File: src/shared/dsj_pkg.sv
/*
 * constants for the decrement-skip-jump execution unit: opcode patterns,
 * field positions, widths and register file geometry.
 * assumes 16-bit instruction words and bit-addressed program counter.
 */
`default_nettype none
package dsj_pkg;
    // ========================================================
    // geometry
    localparam int unsigned DATA_W      = 32;
    localparam int unsigned PC_W        = 32;
    localparam int unsigned WORD_W      = 16;
    localparam int unsigned REG_IDX_W   = 4;
    localparam int unsigned NUM_REGS    = 16;
    localparam int unsigned NUM_FILES   = 2;
    localparam int unsigned SHORT_OFS_W = 5;
    // bits per instruction word, also the word-to-bit offset scale
    localparam logic [PC_W-1:0] WORD_BITS = 32'h0000_0010;
    localparam int unsigned WORD_SHIFT  = 4;

    // ========================================================
    // long form first word, bits 15..5
    localparam logic [10:0] OPC_LONG_NE = 11'h06e;
    localparam logic [10:0] OPC_LONG_EQ = 11'h06d;
    localparam int unsigned LONG_OPC_LSB = 5;
    // short form, bits 15..11
    localparam logic [4:0]  OPC_SHORT   = 5'h07;
    localparam int unsigned SHORT_OPC_LSB = 11;

    // ========================================================
    // field positions
    localparam int unsigned DIR_BIT     = 10;
    localparam int unsigned SOFS_LSB    = 5;
    localparam int unsigned FILE_BIT    = 4;
    localparam int unsigned RIDX_LSB    = 0;

    localparam logic [DATA_W-1:0] ONE   = 32'h0000_0001;
    localparam logic [DATA_W-1:0] ZERO  = 32'h0000_0000;

    typedef enum logic [1:0] {
        ST_IDLE,
        ST_OFFSET,
        ST_EXEC
    } state_e;
endpackage
`default_nettype wire

File: src/logic/dsj_regfile.sv
/*
 * one general register file: sixteen 32-bit words, async reset to zero,
 * one registered read port, one write port and one loader write port.
 * assumes the caller applies read address one cycle before using data.
 */
`timescale 1ns/1ps
`default_nettype none
module dsj_regfile #(
    parameter int unsigned DEPTH = 16,
    parameter int unsigned AW    = 4,
    parameter int unsigned DW    = 32
) (
    input  wire logic          i_clk,
    input  wire logic          i_rst_n,
    input  wire logic [AW-1:0] i_raddr,
    output logic      [DW-1:0] o_rdata,
    input  wire logic          i_we,
    input  wire logic [AW-1:0] i_waddr,
    input  wire logic [DW-1:0] i_wdata,
    input  wire logic          i_init_we,
    input  wire logic [AW-1:0] i_init_addr,
    input  wire logic [DW-1:0] i_init_data
);
    logic [DW-1:0] mem_q [DEPTH];

    // ========================================================
    // storage; the unit's own write wins over the loader port
    always_ff @(posedge i_clk or negedge i_rst_n)
    begin
        if (!i_rst_n)
        begin
            for (int i = 0; i < DEPTH; i++)
                mem_q[i] <= '0;
        end
        else if (i_we)
            mem_q[i_waddr] <= i_wdata;
        else if (i_init_we)
            mem_q[i_init_addr] <= i_init_data;
    end

    // registered read keeps the data output off the array mux
    always_ff @(posedge i_clk or negedge i_rst_n)
    begin
        if (!i_rst_n)
            o_rdata <= '0;
        else
            o_rdata <= mem_q[i_raddr];
    end
endmodule
`default_nettype wire

File: src/logic/dsj_unit.sv
/*
 * execution unit for the three decrement-and-skip-jump loop instructions,
 * holding two general register files it decrements in place.
 * assumes the fetch side presents one 16-bit word per i_word_valid pulse,
 * the second word of a long form following the first, and i_pc giving the
 * bit address of the first word. status flags are inputs only.
 */
`timescale 1ns/1ps
`default_nettype none
// Operation
// RULE1 - the nonzero-flag-clear long form decrements only when zero flag is clear.
// RULE2 - with zero flag set that form leaves the register alone and falls through.
// RULE3 - after decrementing, a nonzero result branches and zero falls through.
// RULE4 - long forms take as base the address after their second word.
// RULE5 - long forms scale the word offset by 16 and add it to that base.
// RULE6 - the whole second word is a signed offset of -32768 to +32767 words.
// RULE7 - the first word holds the opcode in bits 15..5, file in 4, register in 3..0.
// RULE8 - the short form always decrements, regardless of flags.
// RULE9 - the short form branches on a nonzero result and otherwise falls through.
// RULE10 - short word holds direction in 10, offset in 9..5, file in 4, reg in 3..0.
// RULE11 - direction clear means forward and set means backward.
// RULE12 - forward short target is base plus offset times sixteen.
// RULE13 - backward short target is base minus offset times sixteen.
// RULE14 - short base is the word after the instruction, reach -30 to +32 words.
// RULE15 - the zero-flag-set long form acts only when zero flag is set, else skips.
// RULE16 - no status flag changes, and zero decrements to all ones, which branches.
// RULE17 - the file bit picks the register file and the index reads and writes back.
module dsj_unit
    import dsj_pkg::*;
(
    input  wire logic                        i_clk,
    input  wire logic                        i_nrst,
    input  wire logic                        i_word_valid,
    input  wire logic [dsj_pkg::WORD_W-1:0]  i_word,
    input  wire logic [dsj_pkg::PC_W-1:0]    i_pc,
    input  wire logic                        i_zero_flag,
    input  wire logic                        i_init_we,
    input  wire logic                        i_init_file,
    input  wire logic [dsj_pkg::REG_IDX_W-1:0] i_init_idx,
    input  wire logic [dsj_pkg::DATA_W-1:0]  i_init_data,
    output logic                             o_busy,
    output logic                             o_done,
    output logic                             o_illegal,
    output logic                             o_taken,
    output logic [dsj_pkg::PC_W-1:0]         o_next_pc,
    output logic                             o_wb_valid,
    output logic                             o_wb_file,
    output logic [dsj_pkg::REG_IDX_W-1:0]    o_wb_idx,
    output logic [dsj_pkg::DATA_W-1:0]       o_wb_data
);
    import dsj_pkg::*;

    // ========================================================
    // reset release
    logic rst_s1_q;
    logic rst_n;
    always_ff @(posedge i_clk or negedge i_nrst)
    begin
        if (!i_nrst)
        begin
            rst_s1_q <= 1'b0;
            rst_n    <= 1'b0;
        end
        else
        begin
            rst_s1_q <= 1'b1;
            rst_n    <= rst_s1_q;
        end
    end

    // ========================================================
    // decode of the incoming word
    logic [$bits(OPC_LONG_NE)-1:0] long_opc;
    logic [$bits(OPC_SHORT)-1:0]   short_opc;
    logic        is_long_ne;
    logic        is_long_eq;
    logic        is_short;

    // opcode field compares
    assign long_opc   = i_word[WORD_W-1:LONG_OPC_LSB]; // RULE7
    assign short_opc  = i_word[WORD_W-1:SHORT_OPC_LSB]; // RULE10
    assign is_long_ne = (long_opc == OPC_LONG_NE); // RULE7
    assign is_long_eq = (long_opc == OPC_LONG_EQ);
    assign is_short   = (short_opc == OPC_SHORT);

    // ========================================================
    // captured instruction
    state_e                 state_q;
    logic                   long_q;
    logic                   eq_form_q;
    logic                   act_q;
    logic                   dir_q;
    logic [SHORT_OFS_W-1:0] sofs_q;
    logic [WORD_W-1:0]      lofs_q;
    logic                   file_q;
    logic [REG_IDX_W-1:0]   idx_q;
    logic [PC_W-1:0]        base_q;
    logic                   zero_q;

    // sequencer: idle -> (offset word for long forms) -> exec
    always_ff @(posedge i_clk or negedge rst_n)
    begin
        if (!rst_n)
            state_q <= ST_IDLE;
        else
        begin
            case (state_q)
                ST_IDLE:
                    if (i_word_valid && (is_long_ne || is_long_eq))
                        state_q <= ST_OFFSET;
                    else if (i_word_valid && is_short)
                        state_q <= ST_EXEC;
                ST_OFFSET:
                    if (i_word_valid)
                        state_q <= ST_EXEC;
                ST_EXEC:
                    state_q <= ST_IDLE;
                default:
                    state_q <= ST_IDLE;
            endcase
        end
    end

    // first word fields, flag sampled with the opcode word
    always_ff @(posedge i_clk or negedge rst_n)
    begin
        if (!rst_n)
        begin
            long_q    <= 1'b0;
            eq_form_q <= 1'b0;
            dir_q     <= 1'b0;
            sofs_q    <= '0;
            file_q    <= 1'b0;
            idx_q     <= '0;
            zero_q    <= 1'b0;
        end
        else if (state_q == ST_IDLE && i_word_valid)
        begin
            long_q    <= is_long_ne || is_long_eq;
            eq_form_q <= is_long_eq;
            dir_q     <= i_word[DIR_BIT]; // RULE10
            sofs_q    <= i_word[SOFS_LSB +: SHORT_OFS_W]; // RULE10
            file_q    <= i_word[FILE_BIT]; // RULE7 RULE17
            idx_q     <= i_word[RIDX_LSB +: REG_IDX_W]; // RULE7 RULE17
            zero_q    <= i_zero_flag;
        end
    end

    // whether the decrement happens at all
    always_comb
    begin
        if (!long_q)
            act_q = 1'b1; // RULE8
        else if (eq_form_q)
            act_q = zero_q; // RULE15
        else
            act_q = !zero_q; // RULE1 RULE2
    end

    // base is the word after the last instruction word
    always_ff @(posedge i_clk or negedge rst_n)
    begin
        if (!rst_n)
        begin
            base_q <= '0;
            lofs_q <= '0;
        end
        else if (state_q == ST_IDLE && i_word_valid)
            base_q <= i_pc + WORD_BITS; // RULE14
        else if (state_q == ST_OFFSET && i_word_valid)
        begin
            base_q <= base_q + WORD_BITS; // RULE4
            lofs_q <= i_word; // RULE6
        end
    end

    // ========================================================
    // register files; the read is issued with the first word
    logic [DATA_W-1:0] rdata [NUM_FILES];
    logic [DATA_W-1:0] cur;
    logic [DATA_W-1:0] dec;
    logic [DATA_W-1:0] hold_q;
    logic              exec_we;
    logic              rd_pend_q;

    for (genvar f = 0; f < NUM_FILES; f++)
    begin : g_file
        dsj_regfile #(
            .DEPTH (NUM_REGS),
            .AW    (REG_IDX_W),
            .DW    (DATA_W)
        ) u_file (
            .i_clk       (i_clk),
            .i_rst_n     (rst_n),
            .i_raddr     (i_word[RIDX_LSB +: REG_IDX_W]),
            .o_rdata     (rdata[f]),
            .i_we        (exec_we && (file_q == 1'(f))), // RULE17
            .i_waddr     (idx_q),
            .i_wdata     (dec),
            .i_init_we   (i_init_we && (i_init_file == 1'(f))),
            .i_init_addr (i_init_idx),
            .i_init_data (i_init_data)
        );
    end

    // capture read data the cycle after the first word, since the read
    // port keeps following i_word during the wait for the offset word
    always_ff @(posedge i_clk or negedge rst_n)
    begin
        if (!rst_n)
            rd_pend_q <= 1'b0;
        else
            rd_pend_q <= (state_q == ST_IDLE) && i_word_valid;
    end

    // a long form may wait several cycles for its offset word, so the
    // register value is parked here once and read from here at exec
    always_ff @(posedge i_clk or negedge rst_n)
    begin
        if (!rst_n)
            hold_q <= '0;
        else if (rd_pend_q)
            hold_q <= rdata[file_q]; // RULE17
    end

    // short form with no offset word reads straight from the port
    assign cur = rd_pend_q ? rdata[file_q] : hold_q;
    // wraps 0 to all ones, which then counts as nonzero
    assign dec = cur - ONE; // RULE16
    // an init write to the same file that lands in the exec cycle loses to this write
    assign exec_we = (state_q == ST_EXEC) && act_q; // RULE1 RULE8 RULE15

    // ========================================================
    // branch target
    logic [PC_W-1:0] lofs_bits;
    logic [PC_W-1:0] sofs_bits;
    logic [PC_W-1:0] target;
    logic            taken;

    // sign-extend the long offset, zero-extend the short one, then scale words to bits
    assign lofs_bits = {{(PC_W-WORD_W){lofs_q[WORD_W-1]}}, lofs_q}
                       << WORD_SHIFT; // RULE5 RULE6
    assign sofs_bits = {{(PC_W-SHORT_OFS_W){1'b0}}, sofs_q} << WORD_SHIFT;

    always_comb
    begin
        if (long_q)
            target = base_q + lofs_bits; // RULE5
        else if (dir_q)
            target = base_q - sofs_bits; // RULE11 RULE13
        else
            target = base_q + sofs_bits; // RULE11 RULE12
    end

    // branch on nonzero result only when the decrement happened
    assign taken = act_q && (dec != ZERO); // RULE3 RULE9 RULE2

    // ========================================================
    // result outputs, registered; flags are never driven here
    always_ff @(posedge i_clk or negedge rst_n)
    begin
        if (!rst_n)
        begin
            o_done     <= 1'b0;
            o_taken    <= 1'b0;
            o_next_pc  <= '0;
            o_wb_valid <= 1'b0;
            o_wb_file  <= 1'b0;
            o_wb_idx   <= '0;
            o_wb_data  <= '0;
        end
        else
        begin
            o_done     <= (state_q == ST_EXEC);
            o_wb_valid <= exec_we;
            if (state_q == ST_EXEC)
            begin
                o_taken   <= taken;
                o_next_pc <= taken ? target : base_q; // RULE2 RULE3 RULE9
                o_wb_file <= file_q;
                o_wb_idx  <= idx_q;
                o_wb_data <= act_q ? dec : cur; // RULE2 RULE16
            end
        end
    end

    // words that are none of the three forms are flagged, not executed;
    // such a word still loads the field registers, which is harmless as
    // nothing acts on them before a real first word overwrites them
    always_ff @(posedge i_clk or negedge rst_n)
    begin
        if (!rst_n)
            o_illegal <= 1'b0;
        else
            o_illegal <= (state_q == ST_IDLE) && i_word_valid
                         && !(is_long_ne || is_long_eq || is_short);
    end

    assign o_busy = (state_q != ST_IDLE);
endmodule
`default_nettype wire

File: config.mk
export PLATFORM = sky130hd
export DESIGN_NAME = dsj_unit
export DESIGN_NICKNAME = d
export VERILOG_FILES = /design/src/shared/dsj_pkg.sv /design/src/logic/dsj_regfile.sv /design/src/logic/dsj_unit.sv
export SDC_FILE = /design/constraint.sdc
export NUM_CORES = 2
export LEC_CHECK = 0
export BUFFER_PORTS_ARGS = -buffer_cell sky130_fd_sc_hd__buf_2
export CAP_MARGIN = 15
export CORE_MARGIN = 2
export CORE_UTILIZATION = 35
export DETAILED_ROUTE_END_ITERATION = 12
export PLACE_DENSITY = 0.48
export SYNTH_ARGS = -nofsm -noshare
export SYNTH_HDL_FRONTEND = slang
export SYNTH_HIERARCHICAL = 1
export SYNTH_SLANG_ARGS = --single-unit
File: constraint.sdc
create_clock -name i_clk -period 39.2 [get_ports i_clk]
set_clock_uncertainty 0.2 [all_clocks]
set_input_delay 7.84 -clock i_clk [delete_from_list [all_inputs] [get_ports i_clk]]
set_output_delay 7.84 -clock i_clk [all_outputs]
set_load 0.02 [all_outputs]
# Word level (Yosys, flattened, before mapping)
# Cells that the tools add are included.
# totals
wordCells,141
inputBits,90
output_inout_bits,74
reg_bits,1260
# classes
muxes,34
n_lt_le_gt_ge,6
add_sub_neg,6
n_bitwise,7
n_eq_ne,7
reduce_logical,25
# op_table
operator,count
$bwmux 512,4
$mux 512,4
$mux 32,16
$bmux 32 s4,2
$demux 32 s4,2
$add 32x5->32 const B,2
$add 32x32->32,1
$add 32x9->32,1
$reduce_bool 32->1,1
$sub 32x1->32 const B,1
$sub 32x9->32,1
$eq 11x7->1 const B,2
$ge 5x5->1 const B,3
$not 4->5,3
$logic_and 1x1->1,13
$lt 5x1->1 const B,2
$reduce_bool 2->1,4
$mux 2,3
$eq 5x3->1 const B,1
$pmux 2 s2,1
$reduce_and 2->1,2
$ne 3x3->1 const B,1
$not 1->1,3
$eq 2x1->1 const B,1
8 further kinds,11

# Depth between registers and ports, before layout
# logic_depth
word_depth,9
depth_mapped,21
ltp_nobuf,21

# Hierarchy
# Netlist, hierarchy kept.
# by_module_without_submodules
module,cells_per_inst,seq_area_each_um2,area_per_inst_um2,instances
dsj_regfile (g_file[1].u_file),2952,13613.1,31207.4,1
dsj_regfile (g_file[0].u_file),2952,13613.1,31196.2,1
dsj_unit,1291,4304.1,11512.3,1

# Worst setup path after synthesis
# Ideal clock, no wire load.
# synth_path
path_kind,input to register
from,input i_word_valid
to,register base_q[31]
slack_ns,28.455
cell_stages,14
required_ns,38.863
n_path_buf,3
arrival_ns,10.408
setup_ns,0.137
cell_sequence,or3b_1 clkbuf_1 inv_2 buf_2 mux2i_1 nor4_2 nand4_1 or2_1 clkbuf_1 nor2_1 nand2_1 xnor2_1 o22ai_1 a21oi_1
# synth_via
elab_chain_cells,2
word_cells_on_any_way,4
classes_between,mux (1); reduce/logical (3)
# synth_rtl
item,line_no,rtl
start: declaration,dsj_unit.sv:33,"input wire logic i_word_valid,"
$logic_and 1x1->1 (on tied branches),"dsj_unit.sv:168, dsj_unit.sv:170",
$mux 32 or $reduce_bool 2->1 (tied branches),n/a,
end signal: assignment,dsj_unit.sv:169,base_q <= i_pc + WORD_BITS;
end signal: assignment,dsj_unit.sv:172,base_q <= base_q + WORD_BITS;
end: declaration,dsj_unit.sv:97,logic [PC_W-1:0] base_q;
# Several ways; a longest one is shown, not always the timed one.
# A chain may end at the register's enable or synchronous reset.

# Worst setup path after layout
# layout_path
from,input i_word_valid
to,register base_q[30]
# Same word-level chain as after synthesis.

==> results.yml <==
clocking:
  cts_resized: 0
  insertion_delay_ns: 0.85
  holdBufCountCts: 0
  cts_sinks: 1260
  clk_path_buf_depth: 3
  clk_pin_slew_worst_paths_ns: 0.06
  cts_max_level: 4
  cts_tree: "yes"
  cts_buffers: 158
  root_buffer: "clkbuf_16"
  post_cts.repair.setup_buffers: 0
routing:
  drt_wl_total_um: 352000
  via_per_inst: 6.94
  dr.pass1.iters: 6
  detail-route-antenna-nets: 0
  wl_per_cell_um: 36.7
  drc: 0
  route.vias.total: 66700
  drtIter0Drc: 8522
floorplan:
  dieHeight_um: 464
  coreArea_um2: 210000
  rows: 168
  die_area_um2: 215000
  io_pins: 164
  start_util_pct: 35.2
  die_w_um: 464
global_routing:
  grt_pass1_vias: 66600
  gr-total-overflow: 0
  grt_pass1_wl_um: 508000
  track_usage_pct: 31.9
  antenna_found_initial: 26
  grt_max_degree: 133
run:
  maxCapViolations: 0
timing:
  finalCriticalPeriod_ns: 11.42
  finalSetupTns_ns: 0
  hold_viol: 0
  hold_slack_ns: 0.158
  rsz0062_at_grt: "no"
  drv_slew: 0
  worst_pin_slew_ns: 1.32
  setup_slack_ns: 27.78
  slew_headroom_pct: 12.3
  max_freq_ghz: 0.0875
  setup_viol: 0
  period_share_pct: 29.1
power:
  ir_drop_mv: 0.0538
  total_power_w: 0.00458
  p_per_area_nw_per_um2: 56.2
  leakagePower_nw: 30.3
status:
  outcome: "finished, final reports clean"
setup_path:
  cp_data_required_time_ns: 39.70
  path_max_fanout: 50
  cp-start-kind: "primary input"
  ff2ff_path_depth: 16
  worst-endpoint-arrival_ns: 11.92
  end_kind: "flip-flop"
  worstSetupPathType: "in2reg"
placement:
  numPortBuffers: 163
  place_ws_ns: 26.88
  globalplace.congestion: 0.858
  place_hpwl_um: 198000
  dp.cells: 9292
cells_and_area:
  seq_area_um2: 31500
  syn_to_final_growth_pct: 10.3
  fill_cells: 20400
  multi_input_area_um2: 38300
  layoutNonFillerInstCount: 9603
  fin_nets: 6773
  drive_gt1_share_pct: 16.3
synth:
  synth_area_um2: 73900
  synth-main-ff-cell: "dfrtp_1"
  synth_warnings: 6
  synth_edf_count: 0
  synth_area_per_cell_um2: 10.3
  synth_cell_types: 94
  synth_seq_cells: 1260
  syn-num-nets: 7320
  syn_inst: 7195
  async_flop_share_pct: 100
  synth-seq-area-share_pct: 42.7
min_path:
  hp-class: "reg2reg"
  hold_path_depth: 0
==> registers in the layout, indices dropped and copies added, names as in the netlist, 2 cells and up <==
register	flops
sofs_q	5
base_q	32
idx_q	4
o_wb_idx	4
g_file.u_file/mem_q	1024
o_wb_data	32
g_file.u_file/o_rdata	64
hold_q	32
state_q	2
lofs_q	16
o_next_pc	32
==> kinds of logic after synthesis <==
family,Yosys count,synth area share [%]
other,1,0.00507
and+or+nand+nor,1787,10.8
buffers and inverters,1163,6.88
xor gates and xnor gates,120,1.42
adders and majority gates,35,0.603
DFF,1260,42.7
muxes,343,9.15
AOI/OAI and AO/OA,2486,28.5
==> worst paths after layout <==
| path | start | endpoint | slack, ns |
|---|---|---|---|
| worst max-delay path | i_word_valid | base_q[30] | 27.78 |
| worst min-delay path | rst_s1_q | rst_n | 0.16 |
| worst max register to register | file_q | o_next_pc[14] | 32.48 |
| worst min register to register | rst_s1_q | rst_n | 0.16 |
| max in group asynchronous | i_nrst | rst_n | 32.12 |
| min in group asynchronous | rst_n | g_file[0].u_file/mem_q[297] | 0.18 |
==> worst max-delay path, stage by stage <==
cell,delay (ns)
buf_2,0.11
or3b_2,0.44
buf_4,0.27
inv_2,0.81
mux2i_1,0.30
nor4_1,0.50
nand4_1,0.27
or2_2,0.39
nor3_1,0.42
nand2_1,0.19
nor3_1,0.18
a21o_1,0.11
a21oi_1,0.05
==> power by group <==
group	internal (W)	switching, W	total (W)
clock network	0.000864	0.000638	0.00150
logic	0.000484	0.000762	0.00125
registers	0.00161	0.000216	0.00183
==> layer usage <==
metal	GRT usage (%)	share of wire, %
met5	0	0.015
met4	15.5	5.1
met3	7.98	10
met2	47.5	44
met1	43.1	41
==> stage by stage <==
stage | utilization (%) | area [µm²]
2_1_floorplan | - | 73900
3_3_place_gp | 36.3 | 76200
3_5_place_dp | 36.3 | 76200
4_1_cts | 38.8 | 81400
5_1_grt | 38.8 | 81500
6_report | 38.9 | 81500
==> synth_stat cells (all sizes together) (26+ instances only) <==
cell     number  area share (%)
a21o         31            0.31
a21oi        68            0.48
a221oi       26            0.47
a22oi       129             1.3
a2bb2oi    1011              12
and2         83            0.70
buf         422             3.1
clkbuf      675             3.5
dfrtp      1260              43
ha           34            0.58
inv          65            0.33
mux2         34            0.53
mux2i        53            0.82
mux4        256             7.8
nand2      1272             6.5
nand3        59            0.41
nor2        109            0.57
nor2b        78            0.66
nor3         31            0.24
o21ai        84            0.57
o22ai        52            0.59
o32ai      1011              12
xnor2        83            0.98
xor2         37            0.44
==> cell usage in the layout, fill, tap and decap left out, types with 19 or more instances in the layout <==
| master | synthesis | layout |
|---|---|---|
| nor2b_1 | 78 | 73 |
| nand3_1 | 58 | 54 |
| a2bb2oi_1 | 1011 | 1011 |
| ha_1 | 34 | 34 |
| clkbuf_16 | 0 | 162 |
| o22ai_4 | 6 | 32 |
| clkbuf_1 | 645 | 46 |
| a21o_1 | 31 | 31 |
| buf_2 | 253 | 160 |
| buf_4 | 52 | 216 |
| xnor2_1 | 83 | 56 |
| a221oi_2 | 19 | 19 |
| mux2_2 | 27 | 27 |
| mux4_2 | 256 | 256 |
| xor2_1 | 37 | 35 |
| and2_0 | 30 | 30 |
| clkbuf_8 | 0 | 40 |
| o22ai_1 | 41 | 20 |
| o21ai_0 | 84 | 84 |
| dfrtp_1 | 1260 | 1257 |
| nor3_1 | 28 | 28 |
| a21oi_1 | 66 | 66 |
| o32ai_1 | 1011 | 1011 |
| a22oi_1 | 129 | 129 |
| and2_1 | 53 | 51 |
| nor2_1 | 107 | 104 |
| mux2i_1 | 45 | 45 |
| nand2_1 | 1272 | 1268 |
| inv_1 | 61 | 59 |
| xnor2_2 | 0 | 27 |
| diode_2 | 0 | 25 |
==> area by class of cell <==
| class | count | area share [%] |
|---|---|---|
| Clock buffer | 248 | 5.86 |
| Multi-Input combinational cell | 4772 | 47.0 |
| Timing Repair Buffer | 390 | 3.28 |
| Inverter | 66 | 0.304 |
| Antenna cell | 25 | 0.0768 |
| Sequential cell | 1260 | 38.7 |
| Tap cell | 2805 | 4.31 |
| Clock inverter | 37 | 0.499 |
Power figures use the tool's default switching activity.
